File: src/mbcd_pkg.sv
// Shared constants and types for the modular decade counter control block
// ==========================================
// What this block does
// - Each digit shows count 0 to 9 on four weighted lines, level 1 means OFF; the code drives the digit bits uninverted, so 1 means the weight is set.
// - Clear applies on a shorted contact terminal or on the voltage terminal.
// - Two count inputs, each with contact and voltage terminals.
// - Output mode strap low selects held output, open selects one-shot output.
// - Rate strap low limits counting to 30 cps, open to 1,000 cps.
// - Input mode straps pick command, separate, phase or up-only counting.
// - A mode strap reads low when tied to common, high when open.
// - Data mode strap low selects initial set, open selects preset mode.
// - Control output asserts when every digit equals its preset digit in preset mode, or reaches zero in initial set mode.
// - A count pulse output drives the lowest-order digit.
// - Comparator output asserts when all thumbwheel digits report coincidence.
// - Separate up/down inputs have no phase restriction.
// - Each digit takes pulses from below and carries to the next digit.
package mbcd_pkg;
   // ==========================================
   // Timing
   localparam int unsigned CLOCK_MHZ = 25;
   localparam int unsigned SLOW_WIDTH_US = 16700;
   localparam int unsigned FAST_WIDTH_US = 500;
   localparam int unsigned ONE_SHOT_US = 500000;
   localparam int unsigned SLOW_WIDTH_CYC = SLOW_WIDTH_US * CLOCK_MHZ;
   localparam int unsigned FAST_WIDTH_CYC = FAST_WIDTH_US * CLOCK_MHZ;
   localparam int unsigned ONE_SHOT_CYC = ONE_SHOT_US * CLOCK_MHZ;
   localparam int unsigned TIMER_W = 24;
   // ==========================================
   // Digit layout and reset values
   localparam int unsigned DIGIT_W = 4;
   localparam logic [3:0] DIGIT_MAX = 4'h9;
   localparam logic [3:0] DIGIT_RST = 4'h0;
   localparam int unsigned THUMB_LINES = 8;
   // ==========================================
   // Input counting modes, coded as {first strap, second strap}
   typedef enum logic [1:0] {
      MBCD_UP_ONLY = 2'b00,
      MBCD_UPDN_PHASE = 2'b01,
      MBCD_UPDN_SEP = 2'b10,
      MBCD_UPDN_CMD = 2'b11
   } mbcd_in_mode_t;
   // Strap bundle, each bit low when tied to common
   typedef struct packed {
      logic output_mode_strap;
      logic rate_select_strap;
      logic input_mode_strap_first;
      logic input_mode_strap_second;
      logic data_mode_strap;
   } mbcd_straps_t;
   // Raw input terminals
   typedef struct packed {
      logic clear_contact_in;
      logic clear_voltage_in;
      logic count_a_contact_in;
      logic count_b_contact_in;
      logic count_a_voltage_in;
      logic count_b_voltage_in;
   } mbcd_inputs_t;
   // Idle terminal levels: contacts open, voltage terminals low, straps open
   localparam mbcd_inputs_t INPUTS_IDLE = 6'b101100;
   localparam mbcd_straps_t STRAPS_IDLE = 5'b11111;
endpackage

File: src/mbcd_ctrl.sv
// Control unit, digit chain and comparator of the modular decade counter
`timescale 1ns/100ps
module mbcd_ctrl #(
   parameter int unsigned NUM_DIGITS = 4,
   parameter int unsigned SLOW_WIDTH = mbcd_pkg::SLOW_WIDTH_CYC,
   parameter int unsigned FAST_WIDTH = mbcd_pkg::FAST_WIDTH_CYC,
   parameter int unsigned ONE_SHOT = mbcd_pkg::ONE_SHOT_CYC
) (
   // Clock and reset
   input wire logic clock,
   input wire logic rst_b,
   // Clear and count terminals
   input wire mbcd_pkg::mbcd_inputs_t inputs,
   // Configuration straps
   input wire mbcd_pkg::mbcd_straps_t straps,
   // Preset digits, lowest digit in the low nibble
   input wire logic [NUM_DIGITS*mbcd_pkg::DIGIT_W-1:0] preset_bcd,
   // Thumbwheel coincidence lines for the comparator unit
   input wire logic [mbcd_pkg::THUMB_LINES-1:0] thumbwheel_coincidence_in,
   // Digit outputs, one bit per digit for each weight
   output logic [NUM_DIGITS-1:0] bcd_out_weight1,
   output logic [NUM_DIGITS-1:0] bcd_out_weight2,
   output logic [NUM_DIGITS-1:0] bcd_out_weight4,
   output logic [NUM_DIGITS-1:0] bcd_out_weight8,
   // Pulses and control outputs
   output logic count_pulse_out,
   output logic carry_pulse_out,
   output logic control_out,
   output logic comparator_out
);
   import mbcd_pkg::*;

   localparam int unsigned NIN = $bits(mbcd_inputs_t) + $bits(mbcd_straps_t);

   // ==========================================
   // State
   typedef struct packed {
      logic [NIN-1:0] sync1;
      logic [NIN-1:0] sync2;
      logic [1:0] filt;
      logic [1:0][TIMER_W-1:0] filt_cnt;
      logic [NUM_DIGITS-1:0][DIGIT_W-1:0] digit;
      logic match_prev;
      logic [TIMER_W-1:0] shot_cnt;
      logic ctrl;
      logic pulse;
      logic carry;
      logic cmp;
   } mbcd_state_t;

   mbcd_state_t state;
   mbcd_state_t next_state;

   // Reset image: synchronisers start at idle terminal levels, so no false clear or count edge
   // follows reset; coincidence counts as already seen, so reset alone raises no control output
   localparam mbcd_state_t STATE_RST = '{
      sync1: {INPUTS_IDLE, STRAPS_IDLE},
      sync2: {INPUTS_IDLE, STRAPS_IDLE},
      filt: 2'b00,
      filt_cnt: '0,
      digit: {NUM_DIGITS{DIGIT_RST}},
      match_prev: 1'b1,
      shot_cnt: '0,
      ctrl: 1'b0,
      pulse: 1'b0,
      carry: 1'b0,
      cmp: 1'b0
   };

   // Elaboration check of parameters; every timer is TIMER_W bits wide
   if (NUM_DIGITS < 1 || NUM_DIGITS > THUMB_LINES || SLOW_WIDTH < 1 || FAST_WIDTH < 1 || ONE_SHOT < 1 ||
       SLOW_WIDTH >= (1 << TIMER_W) || FAST_WIDTH >= (1 << TIMER_W) ||
       ONE_SHOT >= (1 << TIMER_W)) begin : g_bad_params
      $error("mbcd_ctrl: unsupported parameter values");
   end

   // ==========================================
   // Decoded views of the synchronised inputs
   mbcd_inputs_t in_s;
   mbcd_straps_t strap_s;
   mbcd_in_mode_t in_mode;
   logic clear_now;
   logic [1:0] count_lvl;
   logic [TIMER_W-1:0] min_width;
   logic [NUM_DIGITS-1:0][DIGIT_W-1:0] target;
   logic match_now;

   assign {in_s, strap_s} = state.sync2;
   // Straps read 0 when tied to common and 1 when open
   assign in_mode = mbcd_in_mode_t'({strap_s.input_mode_strap_first, strap_s.input_mode_strap_second});
   // Shorted contact or driven voltage terminal both apply the clear
   assign clear_now = !in_s.clear_contact_in || in_s.clear_voltage_in;
   assign count_lvl[0] = !in_s.count_a_contact_in || in_s.count_a_voltage_in;
   assign count_lvl[1] = !in_s.count_b_contact_in || in_s.count_b_voltage_in;
   // Minimum accepted pulse width from the rate strap
   assign min_width = strap_s.rate_select_strap ? TIMER_W'(FAST_WIDTH) : TIMER_W'(SLOW_WIDTH);
   // Initial set mode counts towards zero, preset mode towards the preset
   assign target = strap_s.data_mode_strap ? preset_bcd : '0;
   assign match_now = (state.digit == target);

   // Step the digit chain by one, each digit passing its carry upward
   function automatic logic [NUM_DIGITS*DIGIT_W:0] step_digits(input logic [NUM_DIGITS-1:0][DIGIT_W-1:0] d,
                                                               input logic up);
      logic [NUM_DIGITS-1:0][DIGIT_W-1:0] r;
      logic carry_pulse_in;
      r = d;
      carry_pulse_in = 1'b1;
      for (int i = 0; i < NUM_DIGITS; i++) begin
         if (carry_pulse_in) begin
            if (up) begin
               carry_pulse_in = (d[i] == DIGIT_MAX);
               r[i] = carry_pulse_in ? DIGIT_RST : d[i] + 4'h1;
            end else begin
               carry_pulse_in = (d[i] == DIGIT_RST);
               r[i] = carry_pulse_in ? DIGIT_MAX : d[i] - 4'h1;
            end
         end
      end
      return {carry_pulse_in, r};
   endfunction

   // ==========================================
   // Next state
   always_comb begin
      logic [1:0] rise;
      logic do_count;
      logic up;
      logic [NUM_DIGITS*DIGIT_W:0] stepped;
      rise = '0;
      do_count = 1'b0;
      up = 1'b1;
      stepped = '0;
      next_state = state;
      // Two-flop synchroniser on every terminal
      next_state.sync1 = {inputs, straps};
      next_state.sync2 = state.sync1;
      // Width filter: a level is taken only after standing for the minimum width
      for (int i = 0; i < 2; i++) begin
         if (count_lvl[i] == state.filt[i]) begin
            next_state.filt_cnt[i] = '0;
         end else if (state.filt_cnt[i] + 1'b1 >= min_width) begin
            next_state.filt[i] = count_lvl[i];
            next_state.filt_cnt[i] = '0;
            rise[i] = count_lvl[i];
         end else begin
            next_state.filt_cnt[i] = state.filt_cnt[i] + 1'b1;
         end
      end
      // Counting mode decode
      case (in_mode)
         MBCD_UPDN_CMD: begin
            do_count = rise[0];
            up = !state.filt[1];
         end
         MBCD_UPDN_SEP: begin
            do_count = rise[0] ^ rise[1];
            up = rise[0];
         end
         MBCD_UPDN_PHASE: begin
            do_count = rise[0];
            up = !state.filt[1];
         end
         MBCD_UP_ONLY: begin
            do_count = rise[0];
            up = 1'b1;
         end
         default: begin
            do_count = 1'b0;
            up = 1'b1;
         end
      endcase
      stepped = step_digits(state.digit, up);
      next_state.pulse = do_count && !clear_now;
      next_state.carry = 1'b0;
      if (clear_now) begin
         // Clear loads the initial value in initial set mode, else zero
         next_state.digit = strap_s.data_mode_strap ? '0 : preset_bcd;
      end else if (do_count) begin
         next_state.digit = stepped[NUM_DIGITS*DIGIT_W-1:0];
         next_state.carry = stepped[NUM_DIGITS*DIGIT_W];
      end
      // Control output: held until clear, or a timed one-shot
      next_state.match_prev = match_now;
      if (clear_now) begin
         next_state.ctrl = 1'b0;
         next_state.shot_cnt = '0;
      end else if (match_now && !state.match_prev) begin
         next_state.ctrl = 1'b1;
         next_state.shot_cnt = TIMER_W'(ONE_SHOT - 1);
      end else if (state.ctrl && strap_s.output_mode_strap) begin
         if (state.shot_cnt == '0) begin
            next_state.ctrl = 1'b0;
         end else begin
            next_state.shot_cnt = state.shot_cnt - 1'b1;
         end
      end
      // Comparator unit: all used thumbwheel digit lines report coincidence
      next_state.cmp = &thumbwheel_coincidence_in[NUM_DIGITS-1:0];
   end

   // State register
   always_ff @(posedge clock) begin
      if (!rst_b) begin
         state <= STATE_RST;
      end else begin
         state <= next_state;
      end
   end

   // ==========================================
   // Outputs, all straight from flip-flops
   generate
      for (genvar g = 0; g < NUM_DIGITS; g++) begin : g_digit
         assign bcd_out_weight1[g] = state.digit[g][0];
         assign bcd_out_weight2[g] = state.digit[g][1];
         assign bcd_out_weight4[g] = state.digit[g][2];
         assign bcd_out_weight8[g] = state.digit[g][3];
      end
   endgenerate
   assign count_pulse_out = state.pulse;
   assign carry_pulse_out = state.carry;
   assign control_out = state.ctrl;
   assign comparator_out = state.cmp;

   // ==========================================
   // Checks
   chk_digit_range: assert property (@(posedge clock) disable iff (!rst_b)
      state.digit[0] <= DIGIT_MAX && state.digit[NUM_DIGITS-1] <= DIGIT_MAX) else $error("digit above nine");
   chk_clear_zero: assert property (@(posedge clock) disable iff (!rst_b)
      clear_now && strap_s.data_mode_strap |=> state.digit == '0) else $error("clear did not zero count");
   chk_clear_load: assert property (@(posedge clock) disable iff (!rst_b)
      clear_now && !strap_s.data_mode_strap |=> state.digit == $past(preset_bcd)) else $error("initial value not loaded");
   chk_pulse_clear: assert property (@(posedge clock) disable iff (!rst_b)
      clear_now |=> !count_pulse_out) else $error("count pulse during clear");
   chk_pulse_step: assert property (@(posedge clock) disable iff (!rst_b)
      count_pulse_out |-> state.digit != $past(state.digit) || NUM_DIGITS == 0) else $error("pulse without step");
   chk_ctrl_match: assert property (@(posedge clock) disable iff (!rst_b)
      match_now && !state.match_prev && !clear_now |=> control_out) else $error("coincidence missed");
   chk_ctrl_hold: assert property (@(posedge clock) disable iff (!rst_b)
      control_out && !strap_s.output_mode_strap && !clear_now |=> control_out) else $error("held output dropped");
   chk_cmp_lines: assert property (@(posedge clock) disable iff (!rst_b)
      &thumbwheel_coincidence_in[NUM_DIGITS-1:0] |=> comparator_out) else $error("comparator missed");
   chk_filter_width: assert property (@(posedge clock) disable iff (!rst_b)
      state.filt[0] != $past(state.filt[0]) |-> $past(state.filt_cnt[0]) + 1'b1 >= $past(min_width))
      else $error("pulse shorter than minimum width taken");
   chk_rate_sel: assert property (@(posedge clock) disable iff (!rst_b)
      state.filt[0] != $past(state.filt[0]) && !$past(strap_s.rate_select_strap) |->
      $past(state.filt_cnt[0]) + 1'b1 >= TIMER_W'(SLOW_WIDTH)) else $error("slow rate level taken too soon");
endmodule

File: config.mk
export PLATFORM = sky130hd
export DESIGN_NAME = mbcd_ctrl
export DESIGN_NICKNAME = d
export VERILOG_FILES = /design/src/mbcd_pkg.sv /design/src/mbcd_ctrl.sv
export SDC_FILE = /design/constraint.sdc
export NUM_CORES = 1
export LEC_CHECK = 0
export ABC_AREA = 1
export BUFFER_PORTS_ARGS = -buffer_cell sky130_fd_sc_hd__clkbuf_2
export CELL_PAD_IN_SITES_DETAIL_PLACEMENT = 0
export CELL_PAD_IN_SITES_GLOBAL_PLACEMENT = 1
export CORE_ASPECT_RATIO = 0.6
export CORE_MARGIN = 5
export CORE_UTILIZATION = 46
export CTS_CLUSTER_DIAMETER = 60
export DETAILED_ROUTE_END_ITERATION = 6
export PLACE_DENSITY_LB_ADDON = 0.1
export SKIP_LAST_GASP = 1
export SLEW_MARGIN = 20
export SYNTH_ARGS = -nofsm -noshare
export SYNTH_HDL_FRONTEND = slang
export SYNTH_SLANG_ARGS = --single-unit
File: constraint.sdc
create_clock -name clock -period 7.6 [get_ports clock]
set_input_delay 0.76 -clock clock [delete_from_list [all_inputs] [get_ports clock]]
set_output_delay 0.76 -clock clock [all_outputs]
set_load 0.005 [all_outputs]
==> metrics.txt <==
distinct cell type count of the synthesized netlist=41; most area-consuming cells after synthesis=dfxtp_1 33%, nand2_1 14%, inv_1 8.9%; sequential area share after synthesis=between 30 and 40%; antenna diode instance count=0; average wire per standard cell=12.7 µm; synthesis-stage register bit count=117; worst hold slack=slightly above 0.4 ns; total clock buffers created by CTS=17; net switching share of the total power=27.7%; fraction of power consumed by the clock network=49.1%; commonest cells in the netlist=265 x nand2_1, 167 x inv_1, 160 x nor2_1; number of stages on the worst hold path=1; root buf cell=clkbuf_16; remaining max-slew budget at the tightest pin=approximately 38%; final antenna-violating net count=0; initial antenna violation count=0; element type at the critical path start=flop; reported net switching power=426 µW; share of the clock period used by the worst path after layout=52.7%; total number of H-tree levels=4; number of buffer cells added on primary ports=52; total power density per cell area=about 200 mW/mm²; worst slew pin tran=0.929 ns; main flop type after synthesis=dfxtp_1; Max Transition Viols Final=0; leading cell type by number of instances after synthesis=nand2_1; largest net degree at the start of global routing=31; post-synthesis instance area=0.00701 mm²; critical path start-end classification=flop to flop; post-cts gate resize count=0; type of destination of the critical path=flop; clock network latency to the later pin of the worst-skew pair=0.42 ns; Pint=1110 µW; Layout Skew=0.0111 ns; initial drt markers=645; largest voltage drop on the vdd net=0.137 mV; average size of a mapped cell=6.44 µm²; number of synthesized flops with an enable pin=0; TritonRoute pass-1 iters=5; Yosys warning total=0; total length of routed wires=17.2 mm; path category of the worst min-delay check=flop to flop; achievable clock frequency=approximately 0.25 GHz; number of placement rows=35; area grow syn2layout=12.9%; status=completed; minimum clock period=4.01 ns; clock tree from TritonCTS=built; cell taking the most area after synthesis=dfxtp_1; share of cells above drive strength 1=12.1%; area fraction of the dominant cell type after synthesis=roughly a third; proportion of power drawn by flip-flops and latches=between 40% and 50%; clk sinks=117; critical path data arrival time=4.31 ns; static leakage=0.00392 µW; cts-stage hold buffer count=0; post-synthesis async set-or-reset flop share=0%; Hold Fails Final Rpt=0; full die area=0.0179 mm²; Data required, critical path=7.90 ns; initial standard-cell utilization of the core=46.3%; maximum number of buffers from clock root to sink=2; Setup Viol. Count Final=0; GRT Residual Overflow=0; DRC violation count after routing=0; RSZ-0062 raised after global routing=no; die extent in x=169 µm; top-level I/O count=57; top fanout value on the critical path=20; average via count per standard cell=4.76; All-Layer GR Usage=19.7%; share of power burned in combinational logic=8.9%; final HPWL from detailed placement=12.8 mm; via count of the first global-routing pass=5,839; maxcap violations=0; path depth of the worst reg2reg path=24; routability-driven placement congestion ratio=0.878; Reg clk slew, reported paths=approximately 0.060 ns; number of nets in the finished design=about 1,200; vertical die dimension=106 µm; wire length of the first global-routing pass=28.9 mm; total via count in the routed design=about 6,400; Setup TNS Final=0 ns; Floorplan Core Area=0.0152 mm²; Post-CTS Setup Repair Bufs=0; instance count of the mapped netlist=1,089
==> final timing paths <==
kind | slack, ns | start | to
setup / recovery | 3.59 | state[45] | bcd_out_weight2[2]
hold / removal | 0.41 | next_state[97] | in_mode[1]
setup reg to reg | 3.59 | state[45] | bcd_out_weight2[2]
hold reg to reg | 0.41 | next_state[97] | in_mode[1]
==> critical path, stage by stage, from the launching register on <==
cell     delay (ns)
dfxtp_1        0.40
ha_1           0.23
nand2_2        0.08
nor2_2         0.17
nand2_2        0.09
nor2_2         0.23
inv_1          0.09
or2_2          0.29
xor2_1         0.17
inv_1          0.06
ha_1           0.28
a21o_1         0.17
a21oi_1        0.13
nand3_1        0.08
nor2_1         0.18
nand3_2        0.14
nand2_2        0.11
nand2_4        0.10
nand2_4        0.21
inv_1          0.21
nor2_1         0.18
o21a_1         0.14
nand2_1        0.05
nand2_1        0.05
nor2_1         0.04
==> power groups by stage <==
| stage | Clock, µW | Combinational [µW] | Sequential (µW) |
|---|---|---|---|
| final | 756 | 137 | 648 |
| after global routing | 808 | 157 | 651 |
| after CTS | 773 | 136 | 648 |
| after detailed placement | 0 | 135 | 661 |
| after global placement | 0 | 135 | 661 |
| after floorplan | 0 | 110 | 652 |
==> cells by family (layout without fill, tap and decap cells) <==
| group | Yosys count | after routing | share of synthesized area, % |
|---|---|---|---|
| other cells | 1 | 10 | 0.0535 |
| simple gates | 593 | 593 | 36.9 |
| compound gates | 115 | 115 | 9.03 |
| flops | 117 | 117 | 33.4 |
| xor+xnor | 39 | 39 | 4.87 |
| buf+inv | 204 | 254 | 12.1 |
| fa+ha+maj | 20 | 20 | 3.57 |
==> flip-flops by register name, indices dropped and copies added (netlist names), 2 cells and up <==
signal and cells:
state 78, bcd_out_weight1 4, bcd_out_weight2 4, bcd_out_weight4 4, in_s 6, next_state 11
bcd_out_weight8 4, in_mode 2
==> cell type report <==
class                   instances  area [µm²]
well taps                     203         254
multi-input cells             777        3860
repair buffers                 54         275
fillers                      1577        7230
flip-flops and latches        117        2340
clock inverters                14         118
inverters                     168         631
clock buffers                  18         439
==> metrics by stage <==
step	area, µm²	setup WS (ns)	power, µW	instances	utilization, %
finish	7920	3.59	1540	1351	52.3
global route	7920	3.09	1620	1351	52.3
CTS	7920	3.62	1560	1351	52.2
detailed placement	7360	3.64	796	1319	48.6
global placement	7360	3.64	797	1319	48.6
floorplan	7050	4.31	762	1098	-
==> routing by layer <==
layer	global-route usage (%)	vias to the layer above	part of all wire [%]
met1	31.8	2773	57
met3	4.87	12	6.1
met5	0	-	0
met2	25.8	163	37
li1	-	3481	-
met4	4.08	0	0.75
==> cell usage in the layout (no fill, tap or decap), types with 3 or more instances in the layout <==
cell type,synthesis,routed
nand2_1,265,265
inv_1,167,167
nor2_1,160,158
dfxtp_1,117,117
nand3_1,67,67
o21ai_0,52,52
clkbuf_2,0,52
a21oi_1,40,40
xor2_1,31,31
or2_2,21,21
nor3_1,21,21
ha_1,20,20
clkbuf_16,0,17
nand4_1,16,16
nor2_2,11,13
nand3b_1,10,10
conb_1,1,10
xnor2_1,8,8
nand2_2,6,6
nand2_4,5,5
nor4_1,5,5
inv_6,0,5
a31oi_1,4,4
o211ai_1,4,4
a211oi_1,3,3
clkinv_4,0,3
(Power assumes the default switching activity.)
